**config.mk**
```make
export PLATFORM = sky130hd
export DESIGN_NAME = tafl_top
export DESIGN_NICKNAME = d
export VERILOG_FILES = /design/src/hdl/tafl_pkg.sv /design/src/hdl/tafl_top.sv
export SDC_FILE = /design/constraint.sdc
export NUM_CORES = 1
export LEC_CHECK = 0
export BUFFER_PORTS_ARGS = -buffer_cell sky130_fd_sc_hd__buf_2
export CAP_MARGIN = 20
export CORE_UTILIZATION = 45
export CTS_CLUSTER_DIAMETER = 150
export DETAILED_ROUTE_END_ITERATION = 7
export RECOVER_POWER = 25
export SLEW_MARGIN = 0
export SYNTH_ARGS = -nofsm -noshare
export SYNTH_HDL_FRONTEND = slang
export SYNTH_SLANG_ARGS = --single-unit
export TNS_END_PERCENT = 10
```
**constraint.sdc**
```tcl
create_clock -name mclk_in -period 18.6 [get_ports mclk_in]
set_input_delay 0 -clock mclk_in [delete_from_list [all_inputs] [get_ports mclk_in]]
set_output_delay 0 -clock mclk_in [all_outputs]
set_load 0.01 [all_outputs]
```
**src/hdl/tafl_pkg.sv**
```systemverilog
// tafl_pkg: register map, field layouts, reset values and timing counts
// assumes a 50 MHz system clock and a plain strobe register port
package tafl_pkg;

	// ------------------------------------------------------------------
	// timing
	// ------------------------------------------------------------------
	localparam int CLK_HZ          = 50000000;
	localparam int SEC_NS          = 1000000000;
	localparam int CLK_NS          = SEC_NS / CLK_HZ;
	localparam int SEC_CYCLES      = SEC_NS / CLK_NS;
	localparam logic [11:0] DLY_MAX_S = 12'hE10; // 3600 s

	// ------------------------------------------------------------------
	// temperature limits, signed tenths of a degree
	// ------------------------------------------------------------------
	localparam logic signed [15:0] TLO_MIN = 16'shFF38; // -20.0
	localparam logic signed [15:0] TLO_MAX = 16'sh02BB; // 69.9
	localparam logic signed [15:0] THI_MIN = 16'shFF39; // -19.9
	localparam logic signed [15:0] THI_MAX = 16'sh02BC; // 70.0
	localparam logic [9:0] FS_MAX_PM      = 10'h3E8;   // 100.0 %

	// ------------------------------------------------------------------
	// register offsets (word index)
	// ------------------------------------------------------------------
	localparam logic [4:0] R_TCTRL   = 5'h00;
	localparam logic [4:0] R_TLO     = 5'h01;
	localparam logic [4:0] R_THI     = 5'h02;
	localparam logic [4:0] R_TACT    = 5'h03;
	localparam logic [4:0] R_TPON    = 5'h04;
	localparam logic [4:0] R_TSTAT   = 5'h05;
	localparam logic [4:0] R_TOT0    = 5'h08; // per totalizer block base
	localparam logic [4:0] R_TOT1    = 5'h10;
	// offsets inside a totalizer block
	localparam logic [2:0] T_CTRL    = 3'h0;
	localparam logic [2:0] T_START   = 3'h1;
	localparam logic [2:0] T_VOL     = 3'h2;
	localparam logic [2:0] T_PON     = 3'h3;
	localparam logic [2:0] T_ARDLY   = 3'h4;
	localparam logic [2:0] T_VALUE   = 3'h5;
	localparam logic [2:0] T_CMD     = 3'h6;
	localparam logic [4:0] R_LOCK    = 5'h18;

	// control field positions
	localparam int F_EN      = 0;
	localparam int F_LATCH   = 1;
	localparam int F_ARST    = 1;
	localparam int F_CLR     = 0; // command: clear
	localparam int F_LOCK    = 0;
	localparam logic [15:0] LOCK_KEY = 16'h544C; // 'T','L' argument pair

	typedef struct packed {
		logic        en;
		logic        latch;
		logic signed [15:0] lo;
		logic signed [15:0] hi;
		logic [11:0] act_dly;
		logic [11:0] pon_dly;
	} tafl_tcfg_t;

	typedef struct packed {
		logic        en;
		logic        arst;
		logic [9:0]  start_pm;
		logic [31:0] vol;
		logic [11:0] pon_dly;
		logic [11:0] ar_dly;
	} tafl_ccfg_t;

endpackage

```
**src/hdl/tafl_top.sv**
```systemverilog
// tafl_top: temperature alarm with delays and latch, two flow totalizers
// assumes synchronous inputs, one 50 MHz clock, plain strobe register port
// Functional notes
// - enabled alarm raises low event when reading falls below low limit
// - enabled alarm raises high event when reading exceeds high limit
// - low limit in tenths, -20.0 to 69.9 degrees
// - high limit in tenths, -19.9 to 70.0 degrees
// - alarm enable defaults off; no events while off
// - alert marker toggles once per second during active alarm
// - violation must persist the action delay before event asserts
// - alarm inactive after power-up until its power-on delay elapses
// - latch keeps relay on after firing; otherwise relay follows alarm
// - two independent totalizers integrate mass flow rate
// - totals saved every second and reloaded at power-up
// - totalizer enable defaults off; disabled totalizer holds
// - accumulate only when flow at or above start threshold
// - action event when total reaches action volume; zero disables
// - totalizer waits its own power-on delay after power-up
// - auto reset clears total on reaching action volume
// - after auto reset wait the batch delay before accumulating
// - operator reset clears selected total and gives confirmation
// - maintenance push button also resets the totals
// - reset lock ignores operator and push button resets, not auto reset; lock set only by keyed command
//
// Added by the designer: the register addresses and strobed register access.
`timescale 1ns/1ps
module tafl_top
	import tafl_pkg::*;
#(
	parameter int SEC_CNT = SEC_CYCLES
) (
	// clock and reset
	input  wire logic               mclk_in,
	input  wire logic               reset_in,
	// register port
	input  wire logic [4:0]         addr_in,
	input  wire logic [31:0]        wdata_in,
	input  wire logic               wr_in,
	input  wire logic               rd_in,
	output logic      [31:0]        rdata_out,
	// process inputs
	input  wire logic signed [15:0] temp_in,
	input  wire logic [9:0]         flow_pm_in,
	input  wire logic [15:0]        flow_rate_in,
	input  wire logic               maint_btn_in,
	// nonvolatile store of totals
	input  wire logic [31:0]        nv_tot0_in,
	input  wire logic [31:0]        nv_tot1_in,
	output logic                    nv_save_out,
	output logic      [63:0]        nv_data_out,
	// outputs
	output logic                    switched_output_relay_out,
	output logic                    tlo_event_out,
	output logic                    thi_event_out,
	output logic                    alert_marker_out,
	output logic      [1:0]         tot_event_out,
	output logic      [1:0]         rst_confirm_out
);

	// ------------------------------------------------------------------
	// helpers
	// ------------------------------------------------------------------
	function automatic logic signed [15:0] clamp_s(
		input logic signed [15:0] v,
		input logic signed [15:0] lo,
		input logic signed [15:0] hi);
		clamp_s = (v < lo) ? lo : ((v > hi) ? hi : v);
	endfunction

	function automatic logic [11:0] clamp_d(input logic [31:0] v);
		clamp_d = (v > 32'(DLY_MAX_S)) ? DLY_MAX_S : v[11:0];
	endfunction

	// ------------------------------------------------------------------
	// one second time base
	// ------------------------------------------------------------------
	logic [25:0] pre_r;
	logic        tick_r;
	logic [11:0] up_s_r;   // seconds since power-up, saturates

	// second strobe
	always_ff @(posedge mclk_in or posedge reset_in) begin
		if (reset_in) begin
			pre_r  <= 26'h0000000;
			tick_r <= 1'b0;
		end else if (pre_r == 26'(SEC_CNT - 1)) begin
			pre_r  <= 26'h0000000;
			tick_r <= 1'b1;
		end else begin
			pre_r  <= pre_r + 26'h0000001;
			tick_r <= 1'b0;
		end
	end

	// uptime counter
	always_ff @(posedge mclk_in or posedge reset_in) begin
		if (reset_in)
			up_s_r <= 12'h000;
		else if (tick_r && up_s_r != DLY_MAX_S)
			up_s_r <= up_s_r + 12'h001;
	end

	// ------------------------------------------------------------------
	// configuration registers
	// ------------------------------------------------------------------
	tafl_tcfg_t tcfg_r;
	tafl_ccfg_t ccfg_r [2];
	logic       lock_r;
	logic [1:0] clr_req;
	logic [31:0] tot_r [2];

	// temperature settings
	always_ff @(posedge mclk_in or posedge reset_in) begin
		if (reset_in) begin
			tcfg_r.en      <= 1'b0;
			tcfg_r.latch   <= 1'b0;
			tcfg_r.lo      <= TLO_MIN;
			tcfg_r.hi      <= THI_MAX;
			tcfg_r.act_dly <= 12'h000;
			tcfg_r.pon_dly <= 12'h000;
		end else if (wr_in) begin
			unique case (addr_in)
				R_TCTRL: begin
					tcfg_r.en    <= wdata_in[F_EN];
					tcfg_r.latch <= wdata_in[F_LATCH];
				end
				R_TLO: tcfg_r.lo <= clamp_s(wdata_in[15:0], TLO_MIN, TLO_MAX);
				R_THI: tcfg_r.hi <= clamp_s(wdata_in[15:0], THI_MIN, THI_MAX);
				R_TACT: tcfg_r.act_dly <= clamp_d(wdata_in);
				R_TPON: tcfg_r.pon_dly <= clamp_d(wdata_in);
				default: ;
			endcase
		end
	end

	// reset lock, keyed write only
	always_ff @(posedge mclk_in or posedge reset_in) begin
		if (reset_in)
			lock_r <= 1'b0;
		else if (wr_in && addr_in == R_LOCK && wdata_in[31:16] == LOCK_KEY)
			lock_r <= wdata_in[F_LOCK];
	end

	// ------------------------------------------------------------------
	// temperature alarm
	// ------------------------------------------------------------------
	logic        t_armed;
	logic        lo_viol;
	logic        hi_viol;
	logic [11:0] lo_cnt_r;
	logic [11:0] hi_cnt_r;
	logic        lo_ev_r;
	logic        hi_ev_r;
	logic        relay_hold_r;

	assign t_armed = tcfg_r.en && (up_s_r >= tcfg_r.pon_dly);
	assign lo_viol = t_armed && (temp_in < tcfg_r.lo);
	assign hi_viol = t_armed && (temp_in > tcfg_r.hi);

	always_ff @(posedge mclk_in or posedge reset_in) begin
		if (reset_in) begin
			lo_cnt_r <= 12'h000;
			hi_cnt_r <= 12'h000;
		end else begin
			if (!lo_viol)
				lo_cnt_r <= 12'h000;
			else if (tick_r && lo_cnt_r != DLY_MAX_S)
				lo_cnt_r <= lo_cnt_r + 12'h001;
			if (!hi_viol)
				hi_cnt_r <= 12'h000;
			else if (tick_r && hi_cnt_r != DLY_MAX_S)
				hi_cnt_r <= hi_cnt_r + 12'h001;
		end
	end

	always_ff @(posedge mclk_in or posedge reset_in) begin
		if (reset_in) begin
			lo_ev_r <= 1'b0;
			hi_ev_r <= 1'b0;
		end else begin
			lo_ev_r <= lo_viol && (lo_cnt_r >= tcfg_r.act_dly);
			hi_ev_r <= hi_viol && (hi_cnt_r >= tcfg_r.act_dly);
		end
	end

	// latched relay hold, cleared by dropping latch mode
	always_ff @(posedge mclk_in or posedge reset_in) begin
		if (reset_in)
			relay_hold_r <= 1'b0;
		else if (lo_ev_r || hi_ev_r)
			relay_hold_r <= tcfg_r.latch;
		else if (!tcfg_r.latch)
			relay_hold_r <= 1'b0;
	end

	// relay and event outputs
	always_ff @(posedge mclk_in or posedge reset_in) begin
		if (reset_in) begin
			switched_output_relay_out <= 1'b0;
			tlo_event_out             <= 1'b0;
			thi_event_out             <= 1'b0;
		end else begin
			switched_output_relay_out <= lo_ev_r || hi_ev_r || relay_hold_r;
			tlo_event_out             <= lo_ev_r;
			thi_event_out             <= hi_ev_r;
		end
	end

	always_ff @(posedge mclk_in or posedge reset_in) begin
		if (reset_in)
			alert_marker_out <= 1'b0;
		else if (!(lo_ev_r || hi_ev_r))
			alert_marker_out <= 1'b0;
		else if (tick_r)
			alert_marker_out <= !alert_marker_out;
	end

	// ------------------------------------------------------------------
	// totalizers
	// ------------------------------------------------------------------
	logic        loaded_r;
	logic [1:0]  btn_q_r;
	logic [1:0]  confirm_r;
	logic [1:0]  tev_r;

	// push button edge, ignored under lock
	always_ff @(posedge mclk_in or posedge reset_in) begin
		if (reset_in)
			btn_q_r <= 2'b00;
		else
			btn_q_r <= {btn_q_r[0], maint_btn_in};
	end

	// reload flag for first cycle after reset
	always_ff @(posedge mclk_in or posedge reset_in) begin
		if (reset_in)
			loaded_r <= 1'b0;
		else
			loaded_r <= 1'b1;
	end

	genvar g;
	generate
		for (g = 0; g < 2; g++) begin : g_tot
			logic [4:0]  base;
			logic [11:0] ar_cnt_r;
			logic        ar_wait_r;
			logic        run;
			logic        hit;
			logic [31:0] sum;
			assign base = (g == 0) ? R_TOT0 : R_TOT1;
			assign hit  = (ccfg_r[g].vol != 32'h00000000) &&
			              (tot_r[g] >= ccfg_r[g].vol);
			assign run  = ccfg_r[g].en && !ar_wait_r &&
			              (flow_pm_in >= ccfg_r[g].start_pm) &&
			              (up_s_r >= ccfg_r[g].pon_dly);
			assign sum  = tot_r[g] + {16'h0000, flow_rate_in};
			assign clr_req[g] = !lock_r &&
				((wr_in && addr_in == (base | 5'(T_CMD)) && wdata_in[F_CLR]) ||
				 (btn_q_r == 2'b01));

			// settings
			always_ff @(posedge mclk_in or posedge reset_in) begin
				if (reset_in) begin
					ccfg_r[g].en       <= 1'b0;
					ccfg_r[g].arst     <= 1'b0;
					ccfg_r[g].start_pm <= 10'h000;
					ccfg_r[g].vol      <= 32'h00000000;
					ccfg_r[g].pon_dly  <= 12'h000;
					ccfg_r[g].ar_dly   <= 12'h000;
				end else if (wr_in && addr_in[4:3] == base[4:3]) begin
					unique case (addr_in[2:0])
						T_CTRL: begin
							ccfg_r[g].en   <= wdata_in[F_EN];
							ccfg_r[g].arst <= wdata_in[F_ARST];
						end
						T_START: ccfg_r[g].start_pm <=
							(wdata_in[9:0] > FS_MAX_PM) ? FS_MAX_PM : wdata_in[9:0];
						T_VOL:   ccfg_r[g].vol     <= wdata_in;
						T_PON:   ccfg_r[g].pon_dly <= clamp_d(wdata_in);
						T_ARDLY: ccfg_r[g].ar_dly  <= clamp_d(wdata_in);
						default: ;
					endcase
				end
			end

			// integrate once per second; auto clear
			always_ff @(posedge mclk_in or posedge reset_in) begin
				if (reset_in)
					tot_r[g] <= 32'h00000000;
				else if (!loaded_r)
					tot_r[g] <= (g == 0) ? nv_tot0_in : nv_tot1_in;
				else if (clr_req[g] || (hit && ccfg_r[g].arst))
					tot_r[g] <= 32'h00000000;
				else if (tick_r && run)
					tot_r[g] <= sum;
			end

			always_ff @(posedge mclk_in or posedge reset_in) begin
				if (reset_in) begin
					ar_wait_r <= 1'b0;
					ar_cnt_r  <= 12'h000;
				end else if (hit && ccfg_r[g].arst) begin
					ar_wait_r <= 1'b1;
					ar_cnt_r  <= 12'h000;
				end else if (ar_wait_r && ar_cnt_r >= ccfg_r[g].ar_dly) begin
					ar_wait_r <= 1'b0;
				end else if (ar_wait_r && tick_r) begin
					ar_cnt_r  <= ar_cnt_r + 12'h001;
				end
			end

			always_ff @(posedge mclk_in or posedge reset_in) begin
				if (reset_in) begin
					tev_r[g]     <= 1'b0;
					confirm_r[g] <= 1'b0;
				end else begin
					tev_r[g]     <= hit;
					confirm_r[g] <= clr_req[g];
				end
			end
		end
	endgenerate

	// outputs of totalizers
	always_ff @(posedge mclk_in or posedge reset_in) begin
		if (reset_in) begin
			tot_event_out   <= 2'b00;
			rst_confirm_out <= 2'b00;
		end else begin
			tot_event_out   <= tev_r;
			rst_confirm_out <= confirm_r;
		end
	end

	always_ff @(posedge mclk_in or posedge reset_in) begin
		if (reset_in) begin
			nv_save_out <= 1'b0;
			nv_data_out <= 64'h0000000000000000;
		end else begin
			nv_save_out <= tick_r && loaded_r;
			nv_data_out <= {tot_r[1], tot_r[0]};
		end
	end

	// ------------------------------------------------------------------
	// register read
	// ------------------------------------------------------------------
	always_ff @(posedge mclk_in or posedge reset_in) begin
		if (reset_in)
			rdata_out <= 32'h00000000;
		else if (rd_in) begin
			unique case (addr_in)
				R_TCTRL: rdata_out <= {30'h0, tcfg_r.latch, tcfg_r.en};
				R_TLO:   rdata_out <= {{16{tcfg_r.lo[15]}}, tcfg_r.lo};
				R_THI:   rdata_out <= {{16{tcfg_r.hi[15]}}, tcfg_r.hi};
				R_TACT:  rdata_out <= {20'h0, tcfg_r.act_dly};
				R_TPON:  rdata_out <= {20'h0, tcfg_r.pon_dly};
				R_TSTAT: rdata_out <= {29'h0, relay_hold_r, hi_ev_r, lo_ev_r};
				R_LOCK:  rdata_out <= {31'h0, lock_r};
				R_TOT0 | 5'(T_VALUE): rdata_out <= tot_r[0];
				R_TOT1 | 5'(T_VALUE): rdata_out <= tot_r[1];
				R_TOT0 | 5'(T_VOL):   rdata_out <= ccfg_r[0].vol;
				R_TOT1 | 5'(T_VOL):   rdata_out <= ccfg_r[1].vol;
				default: rdata_out <= 32'h00000000;
			endcase
		end
	end
endmodule

```
* Word level (Yosys, flattened, before mapping)
Cells that the tools add are included.
W data, S select, Z words.
** Operators by class
- Magnitude comparators :: 19
- Eq/ne operators :: 32
- $add $sub $neg :: 8
- Mux-type cells :: 33
- Reduce and logical (&&, ||, !) cells :: 70
** Operator list (count)
- $pmux W32 S11 :: 1
- $mux W32 :: 6
- $mux W12 :: 11
- $ge A12 B12 Y1 :: 7
- $add A32 B16 Y32 :: 2
- $ge A32 B32 Y1 :: 2
- $mux W16 :: 4
- $reduce_bool A32 Y1 :: 2
- $add A12 B1 Y12 const B :: 5
- $ne A12 B12 Y1 const B :: 3
- $logic_and A1 B1 Y1 :: 35
- $reduce_and A2 Y1 :: 17
- $gt A16 B11 Y1 const B :: 2
- $gt A32 B12 Y1 const B :: 1
- $lt A16 B9 Y1 const B :: 2
- $add A26 B1 Y26 const B :: 1
- $eq A26 B26 Y1 const B :: 1
- $mux W26 :: 1
- $eq A5 B5 Y1 const B :: 4
- $ge A10 B10 Y1 :: 2
- $eq A16 B15 Y1 const B :: 1
- $gt A16 B16 Y1 :: 1
- $lt A16 B16 Y1 :: 1
- $eq A5 B4 Y1 const B :: 3
- 19 further kinds :: 47
** Word-level totals
- Bits of input ports :: 148
- Bits in registers :: 463
- Word-level logic and storage cells :: 210
- Output and inout port bits :: 105

* Longest topological paths before layout
Gate-level depths: netlist (run 1).
- Depth after elaboration :: 8
- Gate-level depth with buffers :: 11
- Gate-level depth less buffers :: 9

* Least setup slack after synthesis (run 1)
OpenSTA, ideal clock, no wires.
- Path type :: flip-flop to flip-flop
- Start point :: register tot_r[32] (netlist bit)
- End point :: register tot_r[56] (netlist bit)
- Data arrival time :: 2.607 ns
- Path slack :: 15.870 ns
- Period minus slack after synthesis :: 2.730 ns
- Cell stages (with the launch flop) :: 10
- Path through :: dfrtp_1 > ha_1 > fa_1 > a21oi_1 > nor2_1 > nor4_1 > o32ai_2 > and2_1 > a211o_1 > o221a_2
** On the way
- Longest elaborated chain between the ends :: 6
** Ends and longest elaborated chain
- start, declared :: RTL line tafl_top.sv:110 : logic [31:0] tot_r [2];
- start signal, assigned by index :: RTL line tafl_top.sv:292 : tot_r[g] <= (g == 0) ? nv_tot0_in : nv_tot1_in;
- start signal, assigned by index :: RTL line tafl_top.sv:296 : tot_r[g] <= sum;
- $ge A32 B32 Y1 :: RTL line tafl_top.sv:253 : (tot_r[g] >= ccfg_r[g].vol);
- $logic_and A1 B1 Y1 :: RTL line tafl_top.sv:252 : assign hit = (ccfg_r[g].vol != 32'h00000000) &&
- $logic_and A1 B1 Y1 :: RTL line tafl_top.sv:293 : else if (clr_req[g] || (hit && ccfg_r[g].arst))
- $logic_or A1 B1 Y1 :: RTL line tafl_top.sv:293
- $mux W32 :: RTL line tafl_top.sv:293
- $mux W32 :: RTL line tafl_top.sv:291 : else if (!loaded_r)
Several ways; a longest one is shown, not always the timed one. The select of a mux whose other input is x is not followed.
A chain may end at the register's enable or synchronous reset.

==> out/metrics.yaml, run 1 <==
setup_path:
  start_kind: "primary input"
  cp-end-kind: "async pin"
  rr_worst_depth: 10
  r2r_slack_ps: 13810
  path_cells: "dlygate4sd3_1, buf_2, clkinvlp_2, buf_4, buf_4"
  worst_path_largest_cell_delay_ps: 3020
  path_class: "primary input to async pin"
  critPathRequiredTime_ps: 19180
  cp_num_buf_inv: 5
  cpLargestDelayFamily: "buffers and inverters"
  crit_path_frequent_cell: "buf_4"
  r2r-end: "tot_r[0]"
  crit_fanout: 118
  rr_startpoint: "tot_r[0]"
  critPathSlowestCell: "clkinvlp_2"
  arrival_ps: 5780
clock_tree:
  clk_pin_slew_ps: 60
  postCtsSetupRepairBufs: 0
  cts_hold_buf: 114
  post_cts_resized: 0
  htreeDepth: 2
  cts_made_buffers: 55
  clockBufferDepth: 3
  clk_latency_ps: 620
  clockRootBuffer: "clkbuf_16"
  cts_tree: "built"
  clock-sinks: 463
timing:
  setup_ws_ps: 13400
  min_period_ps: 5200
  hold_viol_final: 0
  finalMaxSlewViolations: 119
  skew_ps: 29.3
  max_slew_margin_pct: -267
  worst_pin_slew_ps: 5470
  finalCritPeriodShare_pct: 28.0
  tns_ps: 0
  timing.fmax_mhz: 192
  rsz0062_at_grt: "false"
  finalSetupViolations: 0
place:
  pre_cts_slack_ps: 14220
  port_buffers: 252
  hpwl_um: 64200
  place_congestion: 1.00
global_routing:
  antenna_found_initial: 7
  grt_start_max_net_pins: 119
  grt.total_usage_pct: 29.0
  grt_pass1_wl_um: 134000
  grt-ovfl-total: 0
  grt_pass1_vias: 22651
final_layout:
  drive_gt1_share_pct: 14.4
  nFillCells: 5252
  final_nets: 3455
  syn2layout_area_growth_pct: 20.0
pwr:
  p_leak_nw: 14.6
  p_per_area_nw_per_um2: 96.3
  ir_drop_mv: 0.0676
drt:
  dr.pass1.iters: 6
  via_count: 22741
  ant_nets: 0
  routed_wirelength_um: 86100
  drcViolationCount: 0
  viasPerCell: 5.86
  avgRoutedWirePerCell_um: 22.2
  drtIter0Drc: 1662
synth:
  synth_warnings: 0
  synthDistinctLibCells: 89
  synthTopCellsByArea: "dfrtp_1 42%, ha_1 11%, nand2_1 3.7%"
  yosys-top-cells-count: "446 x dfrtp_1, 262 x nand2_1, 255 x inv_1, 240 x ha_1, 189 x o21ai_0"
  syn_inst: 2715
  syn_avg_cell_area_um2: 9.72
  seq_area_frac_synth_pct: 44.0
  synth_flop_cell: "dfrtp_1"
  syn-cell-area_um2: 26400
  synth_edf_count: 0
  synth-async-reset-ratio_pct: 100
  synthMostInstantiatedCell: "dfrtp_1"
  synth_top_area_share_pct: 42.3
  yosys.area.top_type: "dfrtp_1"
  mappedNetlistNets: 3105
  synth-seq-cells: 463
min_path:
  min_path_cells: 2
  whs_endpoint: "btn_q_r[0]"
  min_from: "maint_btn_in"
  hold_class: "primary input to register"
die:
  rows: 88
  dieArea_um2: 59600
  core_um2: 57800
  io_pins: 253
  die_w_um: 244
  start_util_pct: 45.6
  fp.dieH_um: 244
status:
  outcome: "complete, but fails checks"
  violations: "capacitance limit, slew limit"
flow_run:
  cap_violations: 1
layout by cell type (no fill, tap or decap), types with 40 or more instances in the layout:
master,count
nor2_1,132
xnor2_1,53
nor2b_1,40
buf_2,186
xor2_1,40
mux2_2,76
nor3_1,57
a22oi_1,88
nand3_1,69
dfrtp_1,446
nand2_1,262
o21ai_0,189
a21oi_1,99
inv_1,254
a2bb2oi_1,43
ha_1,240
dlygate4sd3_1,114
clkbuf_1,75
clkbuf_16,57
power by group:
group,switching (W),internal [W],leakage (nW)
sequential,0.000118,0.00111,6.03
combinational,0.000343,0.000249,7.59
clock,0.000449,0.000776,1.01
total,0.000909,0.00214,14.6
worst max-delay path by stage:
| stage | endpoint | start | cells after the start |
|---|---|---|---|
| 3_5_place_dp | tot_r[18] | tot_r[0] | 9 |
| 3_3_place_gp | tot_r[27] | tot_r[0] | 9 |
| 5_1_grt | pre_r[8] | reset_in | 5 |
| 6_report | pre_r[7] | reset_in | 5 |
| 2_1_floorplan | alert_marker_out | reset_in | 1 |
| 4_1_cts | tot_r[0] | tot_r[0] | 10 |
per-stage QoR:
| stage | power, W | std cells | area [um^2] | util, % | hold slack [ps] |
|---|---|---|---|---|---|
| 6_report | 0.00305 | 3879 | 31700 | 54.8 | 43.6 |
| 5_1_grt | 0.00319 | 3879 | 31700 | 54.8 | 46.2 |
| 4_1_cts | 0.00306 | 3874 | 31700 | 54.8 | 5.67 |
| 3_5_place_dp | 0.00181 | 3657 | 28500 | 49.3 | 110 |
| 3_3_place_gp | 0.00179 | 3655 | 28500 | 49.2 | 112 |
| 2_1_floorplan | 0.00159 | 2715 | 26400 | - | 31.4 |
kinds of logic after synthesis:
kind of cell	share of synthesized area (%)
flip-flops	44.0
AND/OR/NAND/NOR	13.9
other	0.0142
multiplexers	3.36
AO/OA/AOI/OAI	18.9
buffers and inverters	5.22
XOR/XNOR	3.09
adder cells (fa/ha/maj)	11.5
registers in the layout (all words and copies together), names as in the netlist, 12 cells and up:
name,cells
up_s_r,12
rdata_out,32
g_tot.ar_cnt_r,24
hi_cnt_r,12
nv_data_out,64
pre_r,26
tcfg_r,58
lo_cnt_r,12
ccfg_r,136
tot_r,64
area by class of cell:
cell class / instances / area (um^2) / area share, %
Clock inverter: 24 / 430 / 1.36
Multi-Input combinational cell: 1889 / 13400 / 42.4
Inverter: 256 / 962 / 3.04
Clock buffer: 79 / 1640 / 5.18
Tap cell: 765 / 957 / 3.02
Timing Repair Buffer: 400 / 2620 / 8.26
Sequential cell: 463 / 11600 / 36.7
Antenna cell: 3 / 7.51 / 0.0237
layer usage:
metal / GRT usage (%) / wire (um) / up-vias
met2: 47.8 / 40500 / 806
met5: 0 / 49 / -
li1: - / - / 10533
met4: 10.7 / 2960 / 8
met1: 38.6 / 37000 / 11222
met3: 4.38 / 5490 / 172
(Power assumes the default switching activity.)
==> run 2, diff against run 1 <==
==> constraint.sdc (replaced) <==
create_clock -name mclk_in -period 5.35 [get_ports mclk_in]
set_input_delay 0 -clock mclk_in [delete_from_list [all_inputs] [get_ports mclk_in]]
set_output_delay 0 -clock mclk_in [all_outputs]
set_load 0.01 [all_outputs]
==> run 2 against run 1 <==
  * The flow still finishes with violations (capacitance limit, slew limit)
  * Hold slack hardly changed
  * Register-to-register slack got worse by 13000 ps
  * First-iteration DRC count is 8.2% higher
  * Via count about the same
  * Global-route usage fell by 0.21 points
==> out/metrics.yaml, run 2 (same netlist as run 1, synthesis figures left out) <==
status:
  outcome: "complete, but fails checks"
  violations: "capacitance limit, slew limit"
die:
  fp.dieH_um: 244  # unchanged
  rows: 88  # unchanged
  dieArea_um2: 59600  # unchanged
  io_pins: 253  # unchanged
  start_util_pct: 45.6  # unchanged
  core_um2: 57800  # unchanged
  die_w_um: 244  # unchanged
setup_path:
  critPathSlowestCell: "o211a_1"
  rr_startpoint: "tot_r[32]"
  crit_path_frequent_cell: "dlygate4sd3_1"
  crit_fanout: 28  # -76%
  cp_num_buf_inv: 3  # -2
  r2r_slack_ps: 920  # -12890 ps
  path_class: "register to register"
  r2r-end: "tot_r[44]"
  critPathRequiredTime_ps: 5890  # -13290 ps
  start_kind: "register"
  rr_worst_depth: 11  # +1
  cpLargestDelayFamily: "compound AO/OA/AOI/OAI gates"
  arrival_ps: 4970  # -810 ps
  cp-end-kind: "register"
  path_cells: "inv_1, ha_1, nand2b_1, a2111oi_0, o31ai_1, a21oi_1, o211a_1, o32ai_1, dlygate4sd3_1, nor3_1, dlygate4sd3_1"
  worst_path_largest_cell_delay_ps: 890  # -2130 ps
  cp-startpoint: "tot_r[32]"
final_layout:
  drive_gt1_share_pct: 12.9  # -1.5 points
  stdcell_count: 3871  # -0.21%
  largest_reg_flops: 136  # unchanged
  syn2layout_area_growth_pct: 19.3
  reg_top3: "ccfg_r: 136 flops, nv_data_out: 64 flops, tot_r: 64 flops"
  final_nets: 3448  # -0.20%
  fin_util_pct: 54.4  # -0.33 points
  final_cell_mix: "446 x dfrtp_1, 262 x nand2_1, 254 x inv_1"
  top_register: "ccfg_r"
  final_common_cell: "dfrtp_1"
place:
  place_congestion: 0.958  # -4.4%
  placed_cells: 3652  # -0.14%
  port_buffers: 252  # unchanged
  pre_cts_slack_ps: 1430  # -12790 ps
  hpwl_um: 63700  # -0.75%
clock_tree:
  htreeDepth: 2  # unchanged
  clockBufferDepth: 3  # unchanged
  clk_pin_slew_ps: 60  # about the same
  clock-sinks: 463  # unchanged
  clk_latency_ps: 610  # about the same
  cts_made_buffers: 54  # -1.8%
  clockRootBuffer: "clkbuf_16"
  cts_tree: "built"
global_routing:
  grt_pass1_wl_um: 133000  # -0.64%
  grt_start_max_net_pins: 131  # +10%
  grt_pass1_vias: 22407  # -1.1%
  antenna_found_initial: 7  # unchanged
  grt-ovfl-total: 0  # unchanged
  grt.total_usage_pct: 28.8  # -0.21 points
timing:
  tns_ps: 0  # unchanged
  timing.fmax_mhz: 226
  setup_ws_ps: 919  # -12480 ps
  skew_ps: 14.0  # -15.3 ps
  hold_viol_final: 0  # unchanged
  finalCritPeriodShare_pct: 82.8
  finalMaxSlewViolations: 155  # +30%
  worst_pin_slew_ps: 2170  # -3310 ps
  min_period_ps: 4430
  rsz0062_at_grt: "false"
  finalSetupViolations: 0  # unchanged
  max_slew_margin_pct: -44.4  # +220 points
drt:
  dr.pass1.iters: 6  # unchanged
  ant_nets: 0  # unchanged
  via_count: 22756  # +0.066%
  viasPerCell: 5.88  # +0.27%
  avgRoutedWirePerCell_um: 22.3  # +0.41%
  routed_wirelength_um: 86300  # +0.21%
  drcViolationCount: 0  # unchanged
  drtIter0Drc: 1798  # +8.2%
pwr:
  p_per_area_nw_per_um2: 332  # +250%
  p_leak_nw: 14.4  # -1.5%
  ir_drop_mv: 0.250  # +270%
min_path:
  min_path_cells: 2  # unchanged
  min_from: "maint_btn_in"
  whs_endpoint: "btn_q_r[0]"
  hold_class: "primary input to register"
flow_run:
  cap_violations: 2  # +1
## run 2: cell type report
cell class,count,area [um^2]
Antenna cell,2,5.00
Clock buffer,71,1550
Clock inverter,31,445
Fill cell,5206,26300
Inverter,256,962
Multi-Input combinational cell,1889,13400
Sequential cell,463,11600
Tap cell,765,957
Timing Repair Buffer,394,2500
## run 2: what timing repair did
item | in CTS | in global routing
hold buffers | 111 | 1
buffers inserted | 0 | 0
endpoints found under the hold margin | 225 | 4
resized for setup | 0 | 0
## run 2: worst max path at each step
stage / to / slack [ps] / cells after the start
floorplan: alert_marker_out / -900 / 1
global placement: tot_r[56] / 1390 / 9
detailed placement: tot_r[61] / 1430 / 9
CTS: tot_r[44] / 990 / 11
global route: nv_data_out[52] / 390 / 6
finish: tot_r[44] / 920 / 11
## run 2: where the power goes
part           total [W]  switching [W]  internal, W
Clock            0.00413        0.00157      0.00257
Combinational    0.00204        0.00119     0.000851
Sequential       0.00429       0.000414      0.00387
## run 2: metrics by stage
step                hold slack [ps]  power (W)  area [um^2]
finish                         43.2     0.0105        31500
CTS                            6.16     0.0105        31600
detailed placement              113    0.00630        28500
global route                   29.8     0.0109        31500
global placement                110    0.00624        28500
floorplan                      31.4    0.00552        26400
## run 2: layer usage
| layer | track usage [%] | wire length, um | share of wire (%) | vias up |
|---|---|---|---|---|
| li1 | - | - | - | 10541 |
| met1 | 39.2 | 37200 | 43 | 11198 |
| met2 | 46.6 | 40300 | 47 | 827 |
| met3 | 4.53 | 5710 | 6.6 | 180 |
| met4 | 10.1 | 2940 | 3.4 | 10 |
| met5 | 0 | 63 | 0.073 | - |
==> run 3, diff against run 2 <==
==> constraint.sdc (replaced) <==
create_clock -name mclk_in -period 4.1 [get_ports mclk_in]
set_input_delay 0 -clock mclk_in [delete_from_list [all_inputs] [get_ports mclk_in]]
set_output_delay 0 -clock mclk_in [all_outputs]
set_load 0.01 [all_outputs]
==> run 3 against run 2 <==
  * The run still ends with capacitance limit, slew limit left
  * Global-route usage fell by 0.22 points
  * Combinational power grew 33%
  * Power is 30% higher
  * Count of clock-buffer cells in the layout down 2
  * Sequential cell count is the same
  * Hold slack worse by 3.2 ps
  * Core utilization grew 0.13 points
  * Via count up 1.2%
  * Largest cell class unchanged
==> out/metrics.yaml, run 3 (same netlist as run 1, synthesis figures left out) <==
final_layout:
  final_nets: 3461  # +0.38%
  stdcell_count: 3884  # +0.34%
  syn2layout_area_growth_pct: 19.6
  fin_area_um2: 31500  # +0.25%
  final_common_cell: "dfrtp_1"
  multi_input_area_um2: 13400  # unchanged
  final_cell_mix: "446 x dfrtp_1, 262 x nand2_1, 254 x inv_1"
  reg_top3: "ccfg_r: 136 flops, nv_data_out: 64 flops, tot_r: 64 flops"
  drive_gt1_share_pct: 14.0  # +1.1 points
  largest_reg_flops: 136  # unchanged
  final-seq-area_um2: 11600  # unchanged
  nFillCells: 5230  # +0.46%
  top_register: "ccfg_r"
setup_path:
  start_kind: "register"
  worst_path_largest_cell_delay_ps: 570  # -320 ps
  cp-end-kind: "register"
  path_class: "register to register"
  crit_fanout: 18  # -36%
  rr_worst_depth: 10  # -1
  critPathSlowestCell: "dlygate4sd3_1"
  arrival_ps: 4360  # -610 ps
  path_cells: "inv_1, ha_1, nand2b_1, a2111oi_0, o31ai_1, a21oi_1, o211ai_2, o32ai_1, nor3_1, dlygate4sd3_1"
  critPathRequiredTime_ps: 4600  # -1290 ps
place:
  placed_cells: 3670  # +0.49%
  postPlaceCellArea_um2: 28600  # +0.43%
  pre_cts_slack_ps: 842  # -585 ps
  place_congestion: 0.985  # +2.9%
  hpwl_um: 63900  # +0.35%
  port_buffers: 252  # unchanged
timing:
  worst_pin_slew_ps: 1760  # -406 ps
  rsz0062_at_grt: "false"
  timing.fmax_mhz: 259  # +15%
  max_slew_margin_pct: -17.3  # +27 points
  finalCritPeriodShare_pct: 94.3  # +12 points
  min_period_ps: 3870  # -564 ps
  finalMaxSlewViolations: 91  # -41%
  hold_viol_final: 0  # unchanged
  whs_ps: 40.1  # -3.16 ps
  skew_ps: 27.8  # +13.8 ps
  setup_ws_ps: 232  # -686 ps
  finalSetupViolations: 0  # unchanged
global_routing:
  grt_pass1_vias: 22689  # +1.3%
  grt_pass1_wl_um: 132000  # -0.46%
  grt.total_usage_pct: 28.6  # -0.22 points
  grt_start_max_net_pins: 151  # +15%
  grt-ovfl-total: 0  # unchanged
  antenna_found_initial: 9  # +2
drt:
  via_count: 23030  # +1.2%
  ant_nets: 0  # unchanged
  drcViolationCount: 0  # unchanged
  dr.pass1.iters: 6  # unchanged
  viasPerCell: 5.93  # +0.87%
  avgRoutedWirePerCell_um: 22.1  # -0.83%
  routed_wirelength_um: 85800  # -0.50%
  drtIter0Drc: 1933  # +7.5%
flow_run:
  cap_violations: 3  # +1
status:
  outcome: "complete, but fails checks"
  violations: "capacitance limit, slew limit"
clock_tree:
  clk_latency_ps: 620  # about the same
  htreeDepth: 2  # unchanged
  postCtsSetupRepairBufs: 0  # unchanged
  clock-sinks: 463  # unchanged
  post_cts_resized: 0  # unchanged
  cts_tree: "built"
  cts_made_buffers: 52  # -3.7%
  clockBufferDepth: 3  # unchanged
  clk_pin_slew_ps: 60  # about the same
  clockRootBuffer: "clkbuf_16"
  cts_hold_buf: 112  # +0.90%
die:
  core_um2: 57800  # unchanged
  fp.dieH_um: 244  # unchanged
  io_pins: 253  # unchanged
  rows: 88  # unchanged
  dieArea_um2: 59600  # unchanged
  start_util_pct: 45.6  # unchanged
  die_w_um: 244  # unchanged
pwr:
  ir_drop_mv: 0.299  # +19%
  p_per_area_nw_per_um2: 432  # +30%
  p_leak_nw: 14.6  # +1.0%
min_path:
  hold_class: "primary input to register"
  min_path_cells: 4  # +2
run 3: cell count changes in the layout (fill, tap and decap cells not counted), sizes merged:
cell	previous run	this run
bufinv	11	12
clkinv	17	12
inv	256	257
buf	171	212
diode	2	5
clkbuf	182	154
run 3: cell type report:
class	instances	share of cell area (%)
Antenna cell	5	0.0397
Clock buffer	69	4.74
Clock inverter	28	1.45
Inverter	256	3.05
Multi-Input combinational cell	1889	42.6
Sequential cell	463	36.8
Tap cell	765	3.03
Timing Repair Buffer	409	8.29
run 3: worst paths after layout:
kind	start	end	slack (ps)
min	flow_rate_in[1]	tot_r[1]	40
min reg2reg	confirm_r[1]	rst_confirm_out[1]	350
min in group asynchronous	reset_in	rdata_out[9]	310
max	tot_r[32]	tot_r[42]	230
max in group asynchronous	reset_in	ccfg_r[120]	1530
max reg2reg	tot_r[32]	tot_r[42]	230
run 3: power by group:
part / internal, W / total, W / switching [W]
Sequential: 0.00505 / 0.00557 / 0.000517
Combinational: 0.00113 / 0.00272 / 0.00159
Clock: 0.00332 / 0.00532 / 0.00201
Total: 0.00950 / 0.0136 / 0.00412
run 3: per-layer routing:
metal | vias up | wire length, um | track usage, %
li1 | 10569 | - | -
met1 | 11377 | 36400 | 38.4
met2 | 887 | 40300 | 46.9
met3 | 187 | 5970 | 3.94
met4 | 10 | 3140 | 10.7
met5 | - | 69 | 0
run 3: stage by stage:
step | util, % | setup TNS, ps | power [W]
final | 54.6 | 0 | 0.0136
after detailed placement | 49.5 | 0 | 0.00825
after global placement | 49.5 | 0 | 0.00814
after CTS | 54.8 | 0 | 0.0137
after global routing | 54.6 | 0 | 0.0142
after floorplan | - | -967350 | 0.00720
run 3: critical path: cells and delay by family, from the launching register on:
family          cells  cell delay, ps
compound gates      5            2060
buf+inv             2             650
flops               1             510
simple gates        2             250
fa+ha+maj           1             270
